<file path="config.mk">
export PLATFORM = sky130hd
export DESIGN_NAME = vpic_ctrl
export DESIGN_NICKNAME = d
export VERILOG_FILES = /design/src/logic/vpic_ctrl.v
export VERILOG_INCLUDE_DIRS = /design/src /design/src/include
export SDC_FILE = /design/constraint.sdc
export NUM_CORES = 1
export LEC_CHECK = 0
export ABC_AREA = 1
export BUFFER_PORTS_ARGS = -buffer_cell sky130_fd_sc_hd__buf_2
export CORE_MARGIN = 2
export CORE_UTILIZATION = 40
export DETAILED_ROUTE_END_ITERATION = 10
export GPL_TIMING_DRIVEN = 0
export SLEW_MARGIN = 20
export SYNTH_ARGS = -nofsm -noshare
export SYNTH_HDL_FRONTEND = slang
export SYNTH_SLANG_ARGS = --single-unit
export TNS_END_PERCENT = 30
</file>
<file path="constraint.sdc">
create_clock -name clk_in -period 46.7 [get_ports clk_in]
set_input_delay 7.005 -clock clk_in [delete_from_list [all_inputs] [get_ports clk_in]]
set_output_delay 7.005 -clock clk_in [all_outputs]
set_load 0.01 [all_outputs]
</file>
<file path="src/include/vpic_consts.vh">
// constants for the vectored priority interrupt controller
`ifndef VPIC_CONSTS_VH
`define VPIC_CONSTS_VH
// apb register byte offsets
`define VPIC_OFF_REQ0      12'h000
`define VPIC_OFF_REQ1      12'h004
`define VPIC_OFF_REQ2      12'h008
`define VPIC_OFF_LVLH0     12'h00c
`define VPIC_OFF_LVLL0     12'h010
`define VPIC_OFF_LVLH1     12'h014
`define VPIC_OFF_LVLL1     12'h018
`define VPIC_OFF_LVLH2     12'h01c
`define VPIC_OFF_LVLL2     12'h020
`define VPIC_OFF_CTRL      12'h024
`define VPIC_OFF_STAT      12'h028
// control register field
`define VPIC_CTRL_GATE_BIT 7
// reset values
`define VPIC_RST_BYTE      8'h00
// vector slots, in ranking order
`define VPIC_VEC_RESET     16'h0002
`define VPIC_VEC_WDT       16'h0004
`define VPIC_VEC_POSC      16'h003a
`define VPIC_VEC_WOSC      16'h003c
`define VPIC_VEC_ILL       16'h0006
`define VPIC_VEC_T1        16'h000a
`define VPIC_VEC_PA7       16'h0018
`define VPIC_VEC_PC3       16'h0030
`define VPIC_VEC_STEP      16'h0002
`define VPIC_SRC_COUNT     24
`endif

</file>
<file path="src/logic/vpic_ctrl.v">
// vectored priority interrupt controller with apb register access
`timescale 1ns/1ns
`include "vpic_consts.vh"

// how the block behaves, in short:
// - every source pulse is latched into its request bit at the next edge;
//   the latch ignores the gate, so software can always poll the bits
// - the level pair of a source is {high bit, low bit}; level zero means
//   the source is disabled and can never win, even when latched
// - watchdog and the three traps have their own latches; they bypass the
//   level registers and the gate and are always offered ahead of any pin
//   or peripheral request
// - one offer at a time: irq_out with vector_out and is_trap_out stand
//   from the edge of the offer until the edge that samples ack_in high
// - the edge that takes an offer drops irq_out; the next winner shows no
//   sooner than one edge later, so a held ack never takes two table vectors
// - taking an interrupt offer clears its request bit and the gate; taking
//   a trap clears only the trap latch, the trap event itself closed the
//   gate already
// - reserved and absent sources are masked at the latch and at the level
//   registers, so neither a pulse nor a software write can raise them
// limitations:
// - the cpu is assumed to raise ack_in only while irq_out is high
// - the winner is chosen from the request state one edge before the
//   offer, so a request that arrives in that cycle waits one extra cycle
// - the reset slot is only the reset value of vector_out, never offered

module vpic_ctrl #(
	parameter [7:0] REQ0_PRESENT = 8'h7b,  // timers, uart, converter
	parameter [7:0] REQ1_PRESENT = 8'hff,  // port A sources
	parameter [7:0] REQ2_PRESENT = 8'h0f   // port C sources
) (
	// clock and reset
	input  wire        clk_in,
	input  wire        rst_n_in,
	// apb slave
	input  wire        psel_in,
	input  wire        penable_in,
	input  wire        pwrite_in,
	input  wire [11:0] paddr_in,
	input  wire [31:0] pwdata_in,
	output wire [31:0] prdata_out,
	output wire        pready_out,
	output wire        pslverr_out,
	// one-cycle source pulses, bit order as request registers
	input  wire [7:0]  req0_pulse_in,
	input  wire [7:0]  req1_pulse_in,
	input  wire [7:0]  req2_pulse_in,
	// watchdog and trap events
	input  wire        wdt_irq_en_in,
	input  wire        wdt_pulse_in,
	input  wire        posc_fail_in,
	input  wire        wosc_fail_in,
	input  wire        ill_instr_in,
	// cpu side
	input  wire        enable_irqs_instruction_in,
	input  wire        disable_irqs_instruction_in,
	input  wire        return_from_isr_instruction_in,
	input  wire        trap_instruction_in,
	input  wire        ack_in,
	output reg         irq_out,
	output reg  [15:0] vector_out,
	output reg         is_trap_out,
	output wire        global_irq_gate_out
);

	// request and level storage, three groups of eight
	reg  [7:0] req_r [0:2];
	reg  [7:0] lvlh_r [0:2];
	reg  [7:0] lvll_r [0:2];
	reg        gate_r;
	reg        wdt_r;
	reg        posc_r;
	reg        wosc_r;
	reg        ill_r;
	reg        pend_r;
	reg  [4:0] win_idx_r;
	reg  [31:0] rdata_r;

	// flattened source view in table order (index 1 = timer 1)
	// index 0 is the reserved top bit of group 0 and is always masked
	wire [23:0] req_flat;
	wire [23:0] lvlh_flat;
	wire [23:0] lvll_flat;
	wire [7:0]  present [0:2];
	assign present[0] = REQ0_PRESENT;
	assign present[1] = REQ1_PRESENT;
	assign present[2] = REQ2_PRESENT;

	// apb decode helpers
	wire wr_en = psel_in & penable_in & pwrite_in;
	wire rd_en = psel_in & ~penable_in & ~pwrite_in;
	wire hit_ctrl = (paddr_in == `VPIC_OFF_CTRL);
	wire hit_stat = (paddr_in == `VPIC_OFF_STAT);

	assign pready_out  = 1'b1;
	assign pslverr_out = 1'b0;
	assign prdata_out  = rdata_r;
	assign global_irq_gate_out = gate_r;

	// register bit b of group g maps to flat index: group0 bit7..0 first
	genvar g, b;
	generate
		for (g = 0; g < 3; g = g + 1) begin : grp
			for (b = 0; b < 8; b = b + 1) begin : bitx
				assign req_flat[g*8 + 7 - b]  = req_r[g][b];
				assign lvlh_flat[g*8 + 7 - b] = lvlh_r[g][b];
				assign lvll_flat[g*8 + 7 - b] = lvll_r[g][b];
			end
		end
	endgenerate

	// ack clears only the bit that was offered
	wire ack_irq = ack_in & pend_r & ~is_trap_out;
	// a watchdog offer has no request bit: its ack must not touch one
	wire ack_req = ack_irq & (vector_out != `VPIC_VEC_WDT);

	// request latches; set wins over software clear and ack
	generate
		for (g = 0; g < 3; g = g + 1) begin : latch
			reg [7:0] pulse;
			reg [7:0] wsel;
			reg [7:0] ackm;
			always @* begin
				pulse = (g == 0) ? req0_pulse_in : (g == 1) ? req1_pulse_in : req2_pulse_in;
				wsel  = 8'h00;
				if (wr_en && paddr_in == `VPIC_OFF_REQ0 + 12'h004 * g)
					wsel = 8'hff;
				ackm  = 8'h00;
				if (ack_req && (win_idx_r >> 3) == g)
					ackm[7 - win_idx_r[2:0]] = 1'b1;
			end
			always @(posedge clk_in) begin
				if (!rst_n_in) begin
					req_r[g]  <= `VPIC_RST_BYTE;
					lvlh_r[g] <= `VPIC_RST_BYTE;
					lvll_r[g] <= `VPIC_RST_BYTE;
				end else begin
					// write 0 clears, write 1 raises, ack clears
					req_r[g] <= ((req_r[g] & ~ackm & ~(wsel & ~pwdata_in[7:0]))
						| (wsel & pwdata_in[7:0]) | pulse) & present[g];
					if (wr_en && paddr_in == `VPIC_OFF_LVLH0 + 12'h008 * g)
						lvlh_r[g] <= pwdata_in[7:0] & present[g];
					if (wr_en && paddr_in == `VPIC_OFF_LVLL0 + 12'h008 * g)
						lvll_r[g] <= pwdata_in[7:0] & present[g];
				end
			end
		end
	endgenerate

	// arbitration: top level first, then lowest flat index
	reg        found;
	reg [4:0]  best_idx;
	reg [1:0]  best_lvl;
	reg [1:0]  lvl;
	integer    i;
	always @* begin
		found    = 1'b0;
		best_idx = 5'd0;
		best_lvl = 2'd0;
		lvl      = 2'd0;
		for (i = 0; i < `VPIC_SRC_COUNT; i = i + 1) begin
			lvl = {lvlh_flat[i], lvll_flat[i]};
			if (req_flat[i] && lvl != 2'd0 && lvl > best_lvl) begin
				found    = 1'b1;
				best_idx = i[4:0];
				best_lvl = lvl;
			end
		end
	end

	// flat index to vector; slot gaps skip reserved entries
	function [15:0] idx_vec;
		input [4:0] idx;
		begin
			// group 0: flat index 1 is timer 1, slot below it is reserved
			if (idx < 5'd8)
				idx_vec = (`VPIC_VEC_T1 - `VPIC_VEC_STEP) + `VPIC_VEC_STEP * {11'h000, idx};
			else if (idx < 5'd16)
				idx_vec = `VPIC_VEC_PA7 + `VPIC_VEC_STEP * {11'h000, idx - 5'd8};
			else
				idx_vec = `VPIC_VEC_PC3 - `VPIC_VEC_STEP * 16'd4
					+ `VPIC_VEC_STEP * {11'h000, idx - 5'd16};
		end
	endfunction

	// watchdog latch; the enable only gates new events, not a held one
	always @(posedge clk_in) begin
		if (!rst_n_in) begin
			wdt_r <= 1'b0;
		end else begin
			// a new event in the ack cycle wins and stays latched
			wdt_r <= (wdt_r & ~(ack_in & pend_r & vector_out == `VPIC_VEC_WDT))
				| (wdt_pulse_in & wdt_irq_en_in);
		end
	end

	// primary oscillator fail latch
	always @(posedge clk_in) begin
		if (!rst_n_in) begin
			posc_r <= 1'b0;
		end else begin
			posc_r <= (posc_r & ~(ack_in & pend_r & vector_out == `VPIC_VEC_POSC))
				| posc_fail_in;
		end
	end

	// watchdog oscillator fail latch
	always @(posedge clk_in) begin
		if (!rst_n_in) begin
			wosc_r <= 1'b0;
		end else begin
			wosc_r <= (wosc_r & ~(ack_in & pend_r & vector_out == `VPIC_VEC_WOSC))
				| wosc_fail_in;
		end
	end

	// illegal instruction latch
	always @(posedge clk_in) begin
		if (!rst_n_in) begin
			ill_r <= 1'b0;
		end else begin
			ill_r <= (ill_r & ~(ack_in & pend_r & vector_out == `VPIC_VEC_ILL))
				| ill_instr_in;
		end
	end

	// master gate; clear events win because traps must run masked
	always @(posedge clk_in) begin
		if (!rst_n_in)
			gate_r <= 1'b0;
		else if (disable_irqs_instruction_in || ack_irq || trap_instruction_in
				|| posc_fail_in || wosc_fail_in || ill_instr_in)
			gate_r <= 1'b0;
		else if (wr_en && hit_ctrl)
			gate_r <= pwdata_in[`VPIC_CTRL_GATE_BIT];
		else if (enable_irqs_instruction_in || return_from_isr_instruction_in)
			gate_r <= 1'b1;
	end

	// offer to cpu: hold vector until ack; reset slot is never offered
	// the taking edge always idles one cycle, so a held ack cannot
	// swallow the next table vector before the cpu has seen it
	always @(posedge clk_in) begin
		if (!rst_n_in) begin
			pend_r      <= 1'b0;
			irq_out     <= 1'b0;
			is_trap_out <= 1'b0;
			vector_out  <= `VPIC_VEC_RESET;
			win_idx_r   <= 5'd0;
		end else if (pend_r && !ack_in) begin
			// hold the winner stable for the cpu
			pend_r <= 1'b1;
		end else if (pend_r && ack_in) begin
			// offer taken: drop the request line for one cycle
			pend_r  <= 1'b0;
			irq_out <= 1'b0;
		end else if (wdt_r) begin
			// watchdog ranks directly below reset
			pend_r      <= 1'b1;
			irq_out     <= 1'b1;
			is_trap_out <= 1'b0;
			vector_out  <= `VPIC_VEC_WDT;
		end else if (posc_r) begin
			pend_r      <= 1'b1;
			irq_out     <= 1'b1;
			is_trap_out <= 1'b1;
			vector_out  <= `VPIC_VEC_POSC;
		end else if (wosc_r) begin
			pend_r      <= 1'b1;
			irq_out     <= 1'b1;
			is_trap_out <= 1'b1;
			vector_out  <= `VPIC_VEC_WOSC;
		end else if (ill_r) begin
			// illegal instruction trails both oscillator traps
			pend_r      <= 1'b1;
			irq_out     <= 1'b1;
			is_trap_out <= 1'b1;
			vector_out  <= `VPIC_VEC_ILL;
		end else if (gate_r && found && !ack_in) begin
			// table winner; its index is kept so the ack clears its bit
			pend_r      <= 1'b1;
			irq_out     <= 1'b1;
			is_trap_out <= 1'b0;
			win_idx_r   <= best_idx;
			vector_out  <= idx_vec(best_idx);
		end else begin
			// nothing to offer; vector keeps its last value
			pend_r  <= 1'b0;
			irq_out <= 1'b0;
		end
	end

	// read data captured in setup phase, valid in access phase
	always @(posedge clk_in) begin
		if (!rst_n_in)
			rdata_r <= 32'h0000_0000;
		else if (rd_en) begin
			if (paddr_in == `VPIC_OFF_REQ0)
				rdata_r <= {24'h000000, req_r[0]};
			else if (paddr_in == `VPIC_OFF_REQ1)
				rdata_r <= {24'h000000, req_r[1]};
			else if (paddr_in == `VPIC_OFF_REQ2)
				rdata_r <= {24'h000000, req_r[2]};
			else if (paddr_in == `VPIC_OFF_LVLH0)
				rdata_r <= {24'h000000, lvlh_r[0]};
			else if (paddr_in == `VPIC_OFF_LVLL0)
				rdata_r <= {24'h000000, lvll_r[0]};
			else if (paddr_in == `VPIC_OFF_LVLH1)
				rdata_r <= {24'h000000, lvlh_r[1]};
			else if (paddr_in == `VPIC_OFF_LVLL1)
				rdata_r <= {24'h000000, lvll_r[1]};
			else if (paddr_in == `VPIC_OFF_LVLH2)
				rdata_r <= {24'h000000, lvlh_r[2]};
			else if (paddr_in == `VPIC_OFF_LVLL2)
				rdata_r <= {24'h000000, lvll_r[2]};
			else if (hit_ctrl)
				rdata_r <= {24'h000000, gate_r, 7'h00};
			else if (hit_stat)
				rdata_r <= {15'h0000, pend_r, vector_out}; // vector word, high byte at even address
			else
				rdata_r <= 32'h0000_0000;
		end
	end

endmodule

</file>
==> metrics.cfg <==
[route]
dr.pass1.iters=5
ant_nets=0
post-route-drc-count=0
wl_um=18400
viasPerCell=5.09
initialDrtViolationCount=397
vias=5814
route.detailed.wl_per_inst_um=16.1

[timing]
hold_viol=0
drv_slew=0
slew_headroom=0.347
period_needed_ns=18.23
grt_setup_unrepaired=false
finalSetupViolations=0
fin_setup_tns_ns=0
period_share=0.390
max_freq_ghz=0.0549
clock_skew_ns=0.00923
fin_ws_ns=28.47
worst_pin_slew_ns=0.971

[cells_and_area]
area_growth_pct=17.2
drive_gt1_frac=0.164
antenna_cells=0
nets=1062

[setup_path]
critPathMostFrequentCell=nand2_1
cp.buffers_inverters=18
critPathTopFamily=simple AND/OR/NAND/NOR gates
end_kind=flop
r2r-start=lvlh_r[0][6]$_SDFFCE_PN0P_
ff2ff_path_depth=131
crit_fanout=9
worstPathArrival_ns=18.45
path_class=reg -> reg
r2r-end=vector_out[5]$_SDFFE_PN0P_
crit_slowest_cell=edfxtp_1
start_kind=flop
worst_ep_required_time_ns=46.92
slowest_delay_ns=0.44
rrSetupSlack_ns=28.47

[clock_network]
clock_path_buffers=2
cts_sinks=82
cts_made_buffers=9
cts_tree=built
clk_latency_ns=0.35
cts-resized-gates=0
ctsRootBufferMaster=clkbuf_16
clk_pin_slew_ns=0.07
cts_setup_buffers=0
htree_levels=3
postCtsHoldBufs=0

[yosys]
ys_seq_area_frac=0.338
synthArstFlopShare=0
netlist_area_mm2=0.00592
avgSynthCellArea_um2=7.05
synth_top_cell_by_area=edfxtp_1
synth_xor_area_frac=0
muxShareOfSynthArea=0
synth-seq-cells=82
synth_top_family_by_area=simple AND/OR/NAND/NOR gates
synth_flop_cell=dfxtp_1
netlist.area_leader.share=0.183
synthCells=840
synth_edf_count=36
yosysUniqueCellTypes=46
ys_top_cells_by_area=edfxtp_1 18%, dfxtp_1 16%, nand2_1 11%, inv_1 8.1%, nor2_1 6.5%
synth_fa_ha_area_frac=0.0529
synth-simple-area-share=0.317
yosys_warnings=0
synth_compound_area_frac=0.157

[place]
portBuffers=70
dp_hpwl_um=14800
place_ws_ns=28.54
gp_congestion=0.921

[global_routing]
grt_pass1_wl_um=29100
grt_max_degree=17
antenna_found_initial=0
grt_pass1_vias=5505
grtUsageTotal=0.235
grt-ovfl-total=0

[floorplanning]
initial_utilization=0.409
die_w_um=126
io-pin-count=136
core-area_mm2=0.0145
die_area_mm2=0.0158
die_h_um=126
rows=44

[min_path]
hold_end=prdata_out[5]$_SDFFE_PN0P_
hold_depth=2
min_path_type=reg -> reg
min-delay-start=prdata_out[5]$_SDFFE_PN0P_

[pwr]
powerDensity_mw_per_mm2=33.0
p_leak_nw=3.34
ir_drop_uv=21.3

[status]
status=finished clean

[job]
cap_violations=0

stage by stage:
step	total power [mW]	instance area, µm²	std cells	util	hold WS, ns
after global placement	0.156	6620	1127	0.457	0.459
after detailed placement	0.156	6620	1127	0.457	0.452
after floorplan	0.136	6040	873	-	0.462
final	0.229	6930	1143	0.479	0.469
after global routing	0.244	6930	1143	0.479	0.492
after CTS	0.229	6930	1143	0.479	0.472
synth_stat cells, types with 4 or more instances:
library cell    n
a21oi_1        42
o21a_1          5
or2_2           6
o221ai_1        8
edfxtp_1       36
o21ai_0        34
o211ai_1        9
dfxtp_1        46
o2111ai_1       6
and2_1          6
nand3_1        57
buf_4          35
nand2_1       175
clkbuf_1        5
clkinv_1        6
ha_1           25
nand4_1        24
inv_1         127
o21ai_1         7
nand2_4         5
nor2_1        102
nor3_1         14
a31oi_1        19
nand2_2         5
a21oi_4         4
routing by layer:
| layer | vias up | track usage | routed length, µm |
|---|---|---|---|
| li1 | 2976 | - | - |
| met1 | 2591 | 0.319 | 8150 |
| met2 | 218 | 0.375 | 8240 |
| met3 | 29 | 0.0455 | 1460 |
| met4 | 0 | 0.0850 | 527 |
| met5 | - | 0 | 0 |
flip-flops by register name, indices dropped and copies added (netlist names):
name and cells:
global_irq_gate_out 1, ill_r 1, irq_out 1, is_trap_out 1
lvlh_r 18, lvll_r 18, pend_r 1, posc_r 1
prdata_out 9, req_r 18, vector_out 6, wdt_r 1
win_idx_r 5, wosc_r 1
placed cells by master (no fill, tap or decap), types with 5 or more instances in the layout:
cell and instances:
a31oi_1 19, clkbuf_1 5, edfxtp_1 36, or2_2 6
o221ai_1 8, nor3_1 13, o21a_1 5, o21ai_0 32
o211ai_1 9, o2111ai_1 6, nor2_1 102, nand4_1 24
a21oi_1 42, nand2_1 175, inv_1 127, nand2_4 5
buf_4 35, clkbuf_16 10, o21ai_1 9, nand2_2 5
nand3_1 57, ha_1 25, clkinv_1 6, and2_1 6
buf_2 70, conb_1 35, dfxtp_1 46
worst max-delay path by stage:
stage	start	to	slack, ns	cells after the start
5_1_grt	lvlh_r[0][6]$_SDFFCE_PN0P_	vector_out[5]$_SDFFE_PN0P_	26.11	132
3_5_place_dp	lvlh_r[0][6]$_SDFFCE_PN0P_	vector_out[5]$_SDFFE_PN0P_	28.54	131
3_3_place_gp	lvlh_r[0][6]$_SDFFCE_PN0P_	vector_out[5]$_SDFFE_PN0P_	28.79	131
4_1_cts	lvlh_r[0][6]$_SDFFCE_PN0P_	vector_out[5]$_SDFFE_PN0P_	28.48	131
2_1_floorplan	lvlh_r[0][6]$_SDFFCE_PN0P_	vector_out[5]$_SDFFE_PN0P_	30.50	131
6_report	lvlh_r[0][6]$_SDFFCE_PN0P_	vector_out[5]$_SDFFE_PN0P_	28.47	131
layout make-up:
| cell class | count | area (µm²) |
|---|---|---|
| plain buffers | 41 | 285 |
| clock buffers | 10 | 250 |
| clock inverters | 6 | 56.3 |
| fillers | 1518 | 7540 |
| inverters | 135 | 507 |
| multi-input cells | 615 | 3250 |
| flip-flops and latches | 82 | 2000 |
| well taps | 184 | 230 |
| repair buffers | 70 | 350 |
power breakdown:
group / switching, mW / internal (mW)
sequential: 0.00546 / 0.0788
combinational: 0.0447 / 0.0269
clock: 0.0329 / 0.0404
total: 0.0830 / 0.146
worst min-delay path, delay by kind of cell, from the launching register on:
kind / cells / cell delay (ns)
AND/OR/NAND/NOR: 1 / 0.06
flip-flops: 1 / 0.31
AO/OA/AOI/OAI: 1 / 0.06
logic make-up (layout without fill, tap and decap cells):
logic type,count (synthesis),in the layout
AND/OR/NAND/NOR,409,409
buffers and inverters,176,262
AO/OA/AOI/OAI,146,146
flip-flops,82,82
adder cells (fa/ha/maj),25,25
other,2,35
Power figures use the tool's default switching activity.
